File: config.mk
export PLATFORM = sky130hd
export DESIGN_NAME = gate_driver_config_messages
export DESIGN_NICKNAME = d
export VERILOG_FILES = /design/src/design/gate_cfg_pkg.sv /design/src/design/phase_dead_time.sv /design/src/design/oc_blanker.sv /design/src/design/gate_driver_config_messages.sv
export SDC_FILE = /design/constraint.sdc
export NUM_CORES = 1
export LEC_CHECK = 0
export BUFFER_PORTS_ARGS = -buffer_cell sky130_fd_sc_hd__buf_2
export CORE_ASPECT_RATIO = 1.1
export CORE_MARGIN = 1
export CORE_UTILIZATION = 60
export DETAILED_ROUTE_END_ITERATION = 12
export PLACE_DENSITY = 0.79
export SLEW_MARGIN = 20
export SYNTH_ARGS = -nofsm -noshare
export SYNTH_HDL_FRONTEND = slang
export SYNTH_HIERARCHICAL = 1
export SYNTH_SLANG_ARGS = --single-unit
export TNS_END_PERCENT = 1
File: constraint.sdc
create_clock -name clk -period 5.8 [get_ports clk]
set_input_delay 0.58 -clock clk [delete_from_list [all_inputs] [get_ports clk]]
set_output_delay 0.58 -clock clk [all_outputs]
set_load 0.01 [all_outputs]
File: src/design/gate_cfg_pkg.sv
package gate_cfg_pkg;
  // ***************************************************************
  // link message codes
  // ***************************************************************
  localparam logic [7:0] CODE_MASK    = 8'h3F; // message number bits
  localparam logic [7:0] REQ_FLAG     = 8'h80; // host request marker
  localparam logic [7:0] ACK_FLAG     = 8'h40; // acknowledged answer
  localparam logic [7:0] MSG_SET_PROT = 8'h01;
  localparam logic [7:0] MSG_GET_PROT = 8'h02;
  localparam logic [7:0] MSG_SET_DAC  = 8'h03;
  localparam logic [7:0] MSG_GET_DAC  = 8'h04;
  localparam logic [7:0] MSG_SET_TIME = 8'h07;
  localparam logic [7:0] MSG_GET_TIME = 8'h08;

  // ***************************************************************
  // register layouts and reset values
  // ***************************************************************
  localparam logic [7:0] PROT_RESET   = 8'h00;
  localparam logic [7:0] PROT_UNUSED  = 8'hB0; // bits 7,5,4 must be 0
  localparam logic [7:0] DAC_RESET    = 8'h00;
  localparam logic [7:0] TIME_RESET   = 8'h00;
  localparam logic [7:0] TIME_UNUSED  = 8'hF0; // bits 7:4 must be 0

  typedef struct packed {
    logic       unused7;
    logic       pullupDisconnect; // bit 6
    logic [1:0] reserved54;
    logic       uvloDisable;      // bit 3
    logic       ocDetectDisable;  // bit 2
    logic [1:0] ocThreshold;      // bits 1:0
  } protection_t;

  typedef struct packed {
    logic [3:0] unused74;
    logic [1:0] deadSel;          // bits 3:2
    logic [1:0] blankSel;         // bits 1:0
  } timing_t;

  // ***************************************************************
  // timing figures in ns, counts derived at 25 MHz
  // ***************************************************************
  localparam int CLK_MHZ   = 25;
  localparam int DEAD0_NS  = 2000;
  localparam int DEAD1_NS  = 1000;
  localparam int DEAD2_NS  = 500;
  localparam int DEAD3_NS  = 250;
  localparam int BLANK0_NS = 4000;
  localparam int BLANK1_NS = 2000;
  localparam int BLANK2_NS = 1000;
  localparam int BLANK3_NS = 500;
  localparam int CW        = 8;   // counter width

  // least times round up to whole cycles
  function automatic logic [CW-1:0] nsToCycles(input int ns);
    int c;
    c = (ns * CLK_MHZ + 999) / 1000;
    if (c < 1) c = 1;
    return c[CW-1:0];
  endfunction

  localparam logic [CW-1:0] DEAD0_CYC  = nsToCycles(DEAD0_NS);
  localparam logic [CW-1:0] DEAD1_CYC  = nsToCycles(DEAD1_NS);
  localparam logic [CW-1:0] DEAD2_CYC  = nsToCycles(DEAD2_NS);
  localparam logic [CW-1:0] DEAD3_CYC  = nsToCycles(DEAD3_NS);
  localparam logic [CW-1:0] BLANK0_CYC = nsToCycles(BLANK0_NS);
  localparam logic [CW-1:0] BLANK1_CYC = nsToCycles(BLANK1_NS);
  localparam logic [CW-1:0] BLANK2_CYC = nsToCycles(BLANK2_NS);
  localparam logic [CW-1:0] BLANK3_CYC = nsToCycles(BLANK3_NS);

  typedef enum logic [1:0] {
    ST_IDLE  = 2'b00,
    ST_DATA  = 2'b01,
    ST_FIRST = 2'b10,
    ST_SECOND= 2'b11
  } msg_state_t;
endpackage

File: src/design/phase_dead_time.sv
`timescale 1ns/1ps
`default_nettype none
module phase_dead_time import gate_cfg_pkg::*; (
  // clock and reset
  input  wire logic          clk,
  input  wire logic          rstN,
  // pwm requests and selected gap
  input  wire logic          highPwm,
  input  wire logic          lowPwm,
  input  wire logic [CW-1:0] deadCycles,
  // gate drive and switch event
  output logic               highGate,
  output logic               lowGate,
  output logic               switched
);
  // ***************************************************************
  // gap between sides
  // ***************************************************************
  logic [1:0]    gate_r;   // {high, low}
  logic [CW-1:0] cnt_r;    // remaining off cycles
  // both requested means shoot-through: keep both off
  wire  [1:0]    target  = {highPwm & ~lowPwm, lowPwm & ~highPwm};
  wire           differ  = (target != gate_r);
  wire           allOff  = (gate_r == 2'b00);

  // off first, then wait the gap before turning a side on
  always_ff @(posedge clk or negedge rstN) begin
    if (!rstN) begin
      gate_r   <= 2'b00;
      cnt_r    <= '0;
      switched <= 1'b0;
    end else begin
      switched <= 1'b0;
      if (differ && !allOff) begin
        gate_r   <= 2'b00;
        cnt_r    <= deadCycles;
        switched <= 1'b1;
      end else if (differ && cnt_r != '0) begin
        cnt_r <= cnt_r - 1'b1;
      end else if (differ) begin
        gate_r   <= target;
        switched <= 1'b1;
      end else if (allOff && cnt_r != '0) begin
        // keep timing the gap while idle off
        cnt_r <= cnt_r - 1'b1;
      end
    end
  end

  assign highGate = gate_r[1];
  assign lowGate  = gate_r[0];
endmodule // phase_dead_time
`default_nettype wire

File: src/design/oc_blanker.sv
`timescale 1ns/1ps
`default_nettype none
module oc_blanker import gate_cfg_pkg::*; (
  // clock and reset
  input  wire logic          clk,
  input  wire logic          rstN,
  // switching event and window
  input  wire logic          switched,
  input  wire logic [CW-1:0] blankCycles,
  // raw comparator and filtered result
  input  wire logic          ocRaw,
  output logic               ocSeen
);
  // ***************************************************************
  // blanking window
  // ***************************************************************
  logic [CW-1:0] cnt_r;  // cycles left to ignore

  // spikes right after a switch are ignored
  always_ff @(posedge clk or negedge rstN) begin
    if (!rstN) begin
      cnt_r  <= '0;
      ocSeen <= 1'b0;
    end else begin
      if (switched) begin
        cnt_r <= blankCycles;
      end else if (cnt_r != '0) begin
        cnt_r <= cnt_r - 1'b1;
      end
      ocSeen <= ocRaw && (cnt_r == '0) && !switched;
    end
  end
endmodule // oc_blanker
`default_nettype wire

File: src/design/gate_driver_config_messages.sv
`timescale 1ns/1ps
`default_nettype none
// What this block does
// - cfg0 bit3 high disables undervoltage lockout
// - cfg0 bit2 high disables overcurrent detection
// - cfg0 bits1:0 pick overcurrent threshold
// - dac set answers 03H nack, 43H ack
// - dac get answers 04H/44H plus value
// - dac code is full 8-bit byte
// - cfg2 set answers 07H nack, 47H ack
// - cfg2 get answers 08H/48H plus contents
// - cfg2 bits3:2 pick dead time
// - cfg2 bits1:0 pick blanking time
// - cfg0 set answers 01H nack, 41H ack
// - cfg0 get answers 02H/42H plus contents
module gate_driver_config_messages import gate_cfg_pkg::*; #(
  parameter int PHASES = 3
) (
  // clock and reset
  input  wire logic              clk,
  input  wire logic              nrst,
  // received bytes from the link deserialiser
  input  wire logic              rxValid,
  input  wire logic [7:0]        rxByte,
  // bytes toward the link serialiser
  output logic                   txValid,
  output logic [7:0]             txByte,
  input  wire logic              txReady,
  // pwm inputs and gate outputs
  input  wire logic [PHASES-1:0] highSidePwmInput,
  input  wire logic [PHASES-1:0] lowSidePwmInput,
  output logic [PHASES-1:0]      highGate,
  output logic [PHASES-1:0]      lowGate,
  // protection
  input  wire logic              ocCompare,
  input  wire logic              supplyLow,
  output logic                   ocFault,
  output logic                   uvloFault,
  // configuration seen by the analog side
  output logic [1:0]             ocThreshold,
  output logic                   pullupDisconnect,
  output logic [7:0]             dacCode
);
  // ***************************************************************
  // reset release
  // ***************************************************************
  logic [1:0] rstSync_r;  // two-stage release
  wire        rstN = rstSync_r[1];

  // assert at once, release after two edges
  always_ff @(posedge clk or negedge nrst) begin
    if (!nrst) rstSync_r <= 2'b00;
    else       rstSync_r <= {rstSync_r[0], 1'b1};
  end

  // ***************************************************************
  // configuration registers
  // ***************************************************************
  protection_t prot_r;   // protection config
  logic [7:0]  dac_r;    // current limit reference
  timing_t     time_r;   // driver timing config

  // ***************************************************************
  // message decode
  // ***************************************************************
  msg_state_t  state_r, state_nxt;
  logic [7:0]  code_r;       // message number of request
  logic [7:0]  ans1_r;       // first answer byte
  logic [7:0]  ans2_r;       // second answer byte

  wire         isReq    = rxValid && ((rxByte & REQ_FLAG) != 8'h00);
  wire  [7:0]  rxCode   = rxByte & CODE_MASK;
  wire         isSet    = (rxCode == MSG_SET_PROT) ||
                          (rxCode == MSG_SET_DAC) ||
                          (rxCode == MSG_SET_TIME);
  wire         isGet    = (rxCode == MSG_GET_PROT) ||
                          (rxCode == MSG_GET_DAC) ||
                          (rxCode == MSG_GET_TIME);
  // a payload with unused bits set is refused
  wire         protOk   = (rxByte & PROT_UNUSED) == 8'h00;
  wire         timeOk   = (rxByte & TIME_UNUSED) == 8'h00;
  wire         dacOk    = 1'b1;
  wire         payload  = (state_r == ST_DATA) && rxValid;
  wire         setAck   = (code_r == MSG_SET_PROT) ? protOk :
                          (code_r == MSG_SET_TIME) ? timeOk : dacOk;
  wire         wrProt   = payload && setAck && code_r == MSG_SET_PROT;
  wire         wrDac    = payload && setAck && code_r == MSG_SET_DAC;
  wire         wrTime   = payload && setAck && code_r == MSG_SET_TIME;

  // read data for a get request
  wire  [7:0]  getData  = (rxCode == MSG_GET_PROT) ? prot_r :
                          (rxCode == MSG_GET_DAC)  ? dac_r  :
                          time_r;
  // data echoed after a set: value now held
  wire  [7:0]  setData  = (code_r == MSG_SET_PROT) ?
                            (wrProt ? rxByte : prot_r) :
                          (code_r == MSG_SET_DAC) ?
                            (wrDac ? rxByte : dac_r) :
                            (wrTime ? rxByte : time_r);

  // message sequence: request, optional payload, two answer bytes
  always_comb begin
    state_nxt = state_r;
    case (state_r)
      ST_IDLE: begin
        if (isReq && isSet)      state_nxt = ST_DATA;
        else if (isReq && isGet) state_nxt = ST_FIRST;
      end
      ST_DATA: begin
        if (rxValid) state_nxt = ST_FIRST;
      end
      ST_FIRST: begin
        if (txReady) state_nxt = ST_SECOND;
      end
      ST_SECOND: begin
        if (txReady) state_nxt = ST_IDLE;
      end
      default: state_nxt = ST_IDLE;
    endcase
  end

  // state and answer bytes
  always_ff @(posedge clk or negedge rstN) begin
    if (!rstN) begin
      state_r <= ST_IDLE;
      code_r  <= 8'h00;
      ans1_r  <= 8'h00;
      ans2_r  <= 8'h00;
    end else begin
      state_r <= state_nxt;
      if (state_r == ST_IDLE && isReq && isGet) begin
        code_r <= rxCode;
        ans1_r <= rxCode | ACK_FLAG;
        ans2_r <= getData;
      end else if (state_r == ST_IDLE && isReq && isSet) begin
        code_r <= rxCode;
      end else if (payload) begin
        ans1_r <= setAck ? (code_r | ACK_FLAG) : code_r;
        ans2_r <= setData;
      end
    end
  end

  // byte toward the link, held until taken
  always_ff @(posedge clk or negedge rstN) begin
    if (!rstN) begin
      txValid <= 1'b0;
      txByte  <= 8'h00;
    end else begin
      txValid <= (state_nxt == ST_FIRST) || (state_nxt == ST_SECOND);
      txByte  <= (state_nxt == ST_SECOND) ? ans2_r :
                 (state_nxt == ST_FIRST && state_r == ST_FIRST) ? ans1_r :
                 (state_r == ST_DATA) ?
                   (setAck ? (code_r | ACK_FLAG) : code_r) :
                 (rxCode | ACK_FLAG);
    end
  end

  // ***************************************************************
  // register writes
  // ***************************************************************
  // only acked writes store
  always_ff @(posedge clk or negedge rstN) begin
    if (!rstN) begin
      prot_r <= PROT_RESET;
      dac_r  <= DAC_RESET;
      time_r <= TIME_RESET;
    end else begin
      if (wrProt) prot_r <= rxByte;
      if (wrDac)  dac_r  <= rxByte;
      if (wrTime) time_r <= rxByte;
    end
  end

  // ***************************************************************
  // timing selection
  // ***************************************************************
  // dead time choice
  wire [CW-1:0] deadCycles =
    (time_r.deadSel == 2'b00) ? DEAD0_CYC :
    (time_r.deadSel == 2'b01) ? DEAD1_CYC :
    (time_r.deadSel == 2'b10) ? DEAD2_CYC : DEAD3_CYC;
  wire [CW-1:0] blankCycles =
    (time_r.blankSel == 2'b00) ? BLANK0_CYC :
    (time_r.blankSel == 2'b01) ? BLANK1_CYC :
    (time_r.blankSel == 2'b10) ? BLANK2_CYC : BLANK3_CYC;

  // ***************************************************************
  // phase drivers
  // ***************************************************************
  logic [PHASES-1:0] gateH, gateL; // gate levels per phase
  logic [PHASES-1:0] switchEv;     // gate change pulses
  logic [PHASES-1:0] ocSeen;       // blanked overcurrent

  // one gap timer and one blanker per phase
  for (genvar p = 0; p < PHASES; p++) begin : g_phase
    phase_dead_time u_dead (
      .clk        (clk),
      .rstN       (rstN),
      .highPwm    (highSidePwmInput[p]),
      .lowPwm     (lowSidePwmInput[p]),
      .deadCycles (deadCycles),
      .highGate   (gateH[p]),
      .lowGate    (gateL[p]),
      .switched   (switchEv[p])
    );
    oc_blanker u_blank (
      .clk         (clk),
      .rstN        (rstN),
      .switched    (switchEv[p]),
      .blankCycles (blankCycles),
      .ocRaw       (ocCompare),
      .ocSeen      (ocSeen[p])
    );
  end

  // ***************************************************************
  // protection outputs
  // ***************************************************************
  // lockout or overcurrent forces gates off; each fault flag follows its input every cycle, unlatched
  always_ff @(posedge clk or negedge rstN) begin
    if (!rstN) begin
      highGate         <= '0;
      lowGate          <= '0;
      ocFault          <= 1'b0;
      uvloFault        <= 1'b0;
      ocThreshold      <= 2'b00;
      pullupDisconnect <= 1'b0;
      dacCode          <= DAC_RESET;
    end else begin
      uvloFault        <= supplyLow && !prot_r.uvloDisable;
      ocFault          <= (|ocSeen) && !prot_r.ocDetectDisable;
      highGate         <= (uvloFault || ocFault) ? '0 : gateH;
      lowGate          <= (uvloFault || ocFault) ? '0 : gateL;
      ocThreshold      <= prot_r.ocThreshold;
      pullupDisconnect <= prot_r.pullupDisconnect;
      dacCode          <= dac_r;
    end
  end
endmodule // gate_driver_config_messages
`default_nettype wire

==> out/metrics.cfg <==
[run_status]
status = finished clean

[floorplan]
start_util_pct = 62.6
ios = 48
die_h_um = 118
die_w_um = 107
fp-row-count = 41
dieArea_um2 = 12600
core_area_um2 = 11600

[place]
finalWeightedCongestion = 0.919
dp_hpwl_um = 11800
portBuffers = 47
dp_cells = 923
placed_area_um2 = 7620

[hold_path]
hold_path_class = flop to asynchronous set/reset pin

[finish]
nFillCells = 839
final_cell_mix = 136 x dfrtp_1, 72 x nand2_1, 52 x nor2_1, 47 x buf_2, 39 x a21oi_1
layout.nets = 830
syn_to_final_growth_pct = 14.5
instances_no_fill = 957
final_area_um2 = 8340
diodes = 0
final_common_cell = dfrtp_1
drive_above_1_share_pct = 17.3

[route]
routed_wl_um = 17600
dr_wl_met2_um = 8560
dr.max_layer_used = met4
drt-wirelength-per-cell_um = 18.4
first_iter_violations = 461
met3_wirelength_um = 993
wl_met1_um = 7590
drc_errors = 0
vias = 5943
drt_pass1_iterations = 6
route.antenna.remaining_nets = 0
viasPerCell = 6.21

[worst_setup_path]
rrSetupSlack_ns = 2.92
cp_num_buf_inv = 0
worst_path_max_delay_cell = a2111oi_2
critical_path.cell_chain = nand4bb_1 > a2111oi_2 > nor2_1 > and2_1 > a311o_1
rr_endpoint = ans2_r[6]
path_delay_family = compound AO/OA/AOI/OAI gates
endpoint_kind = flop
r2r-start = state_r[0]
critPathRequiredTime_ns = 6.10
arrival_ns = 3.18
critPathLaunchType = flop
critPathKind = flop to flop
crit_end = ans2_r[6]
reg2reg_depth = 5
crit_cells = 5
startpoint = state_r[0]
crit_fanout = 27
critPathMaxStageDelay_ns = 0.87

[global_routing]
grt_pass1_vias = 5850
grt_pass1_wl_um = 29200
globalRouteTotalUtil_pct = 29.8
antenna_found_initial = 0
grt_max_degree = 80
grt.overflow.total = 0

[synth]
async_flop_share_pct = 100
synth_ff_type = dfrtp_1
ys_seq_area_share_pct = 47.1
synth_edf_count = 0
ys_ff_latch = 137
ys_types = 71
synth.cell_area_um2 = 7290
syn_inst = 745
ys_warn_count = 6
synth_area_per_cell_um2 = 9.78

[timing]
hold_violations = 0
min_period_ns = 2.88
slew_headroom_pct = 29.8
min_period_over_period_pct = 49.6
fmax_ghz = 0.348
holdWs_ns = 0.211
setup-violations-final = 0
rsz0062_at_grt = false
setup_tns_ns = 0
slew_viol_final = 0
skew_ns = 0.00847
tightest_slew_ns = 1.05

[clocking]
clock_path_buffers = 2
cts_resized = 0
path_clk_slew_ns = 0.06
insertion_delay_ns = 0.43
numCtsBuffers = 17
cts_max_level = 4
cts_tree = built
clock_sink_count = 137
cts-root-buf = clkbuf_16

[flow_run]
maxCapViolCount = 0

[power]
power.density_nw_per_um2 = 446
leakagePower_nw = 3.79
design_power_total_mw = 3.72
ir_worst_vdd_mv = 0.359

[flip-flops by register name (all words and copies together), names as in the netlist, 8 cells and up]
| signal | count |
|---|---|
| ans2_r | 8 |
| dacCode | 8 |
| dac_r | 8 |
| g_phase.u_blank/cnt_r | 24 |
| g_phase.u_dead/cnt_r | 24 |
| prot_r | 8 |
| time_r | 8 |
| txByte | 8 |
[Yosys cell counts, drive strengths merged (11+ instances only)]
cell / number / area share, %
ha: 16 / 2.7
clkbuf: 12 / 0.62
buf: 17 / 1.2
xor2: 12 / 1.4
nor2: 54 / 2.9
a211oi: 11 / 1.2
a21oi: 39 / 2.7
nor3: 40 / 3.3
a31oi: 16 / 1.4
mux2: 16 / 2.5
o21ai: 34 / 2.3
nor3b: 15 / 1.6
nand3: 19 / 1.4
or3: 19 / 2.0
inv: 38 / 2.0
and2: 23 / 2.0
mux2i: 20 / 2.7
nand2: 73 / 3.8
dfrtp: 137 / 47
xnor2: 18 / 2.2
[stage by stage]
| stage | utilization (%) | setup slack, ns |
|---|---|---|
| floorplan | - | 1.70 |
| global placement | 65.5 | 2.95 |
| detailed placement | 65.5 | 2.82 |
| CTS | 71.4 | 2.95 |
| global route | 71.6 | 2.68 |
| finish | 71.6 | 2.92 |
[layout make-up]
type | instances | area (µm²) | area share, %
repair buffers | 51 | 288 | 3.45
well taps | 150 | 188 | 2.25
inverters | 38 | 143 | 1.71
flip-flops and latches | 137 | 3430 | 41.2
clock inverters | 12 | 220 | 2.64
clock buffers | 20 | 457 | 5.48
multi-input cells | 549 | 3610 | 43.3
[where the power goes]
part | leakage, nW | internal [mW] | switching (mW)
Combinational | 1.71 | 0.481 | 0.531
Clock | 0.330 | 0.827 | 0.406
Sequential | 1.75 | 1.20 | 0.274
Total | 3.79 | 2.51 | 1.21
[timing repair]
item / 4_1_cts / 5_1_grt
endpoints found under the setup margin: 0 / 0
hold endpoints to repair: 2 / 0
hold buffers: 1 / 0
setup buffers: 0 / 0
[routing by layer]
| metal | track usage [%] | vias to the layer above |
|---|---|---|
| li1 | - | 2771 |
| met5 | 0 | - |
| met4 | 12.3 | 0 |
| met3 | 5.54 | 47 |
| met1 | 40.1 | 2885 |
| met2 | 47.4 | 240 |
[worst min path at each step]
stage / endpoint / cells after the start
finish: dacCode[6] / 0
global route: dacCode[1] / 0
detailed placement: rstSync_r[1] / 0
CTS: rstSync_r[1] / 0
global placement: rstSync_r[1] / 0
floorplan: rstSync_r[0] / 0
[logic make-up (layout without fill, tap and decap cells)]
| logic type | Yosys count | count (layout) | share of synthesized area (%) |
|---|---|---|---|
| AND/OR/NAND/NOR | 291 | 291 | 22.1 |
| multiplexers | 36 | 36 | 5.22 |
| flip-flops | 137 | 137 | 47.1 |
| buffers and inverters | 67 | 121 | 3.78 |
| other | 2 | 10 | 0.103 |
| adder cells (fa/ha/maj) | 16 | 16 | 2.75 |
| XOR/XNOR | 30 | 30 | 3.61 |
| AO/OA/AOI/OAI | 166 | 166 | 15.4 |
Note: power is estimated with default switching activity, not from simulation.
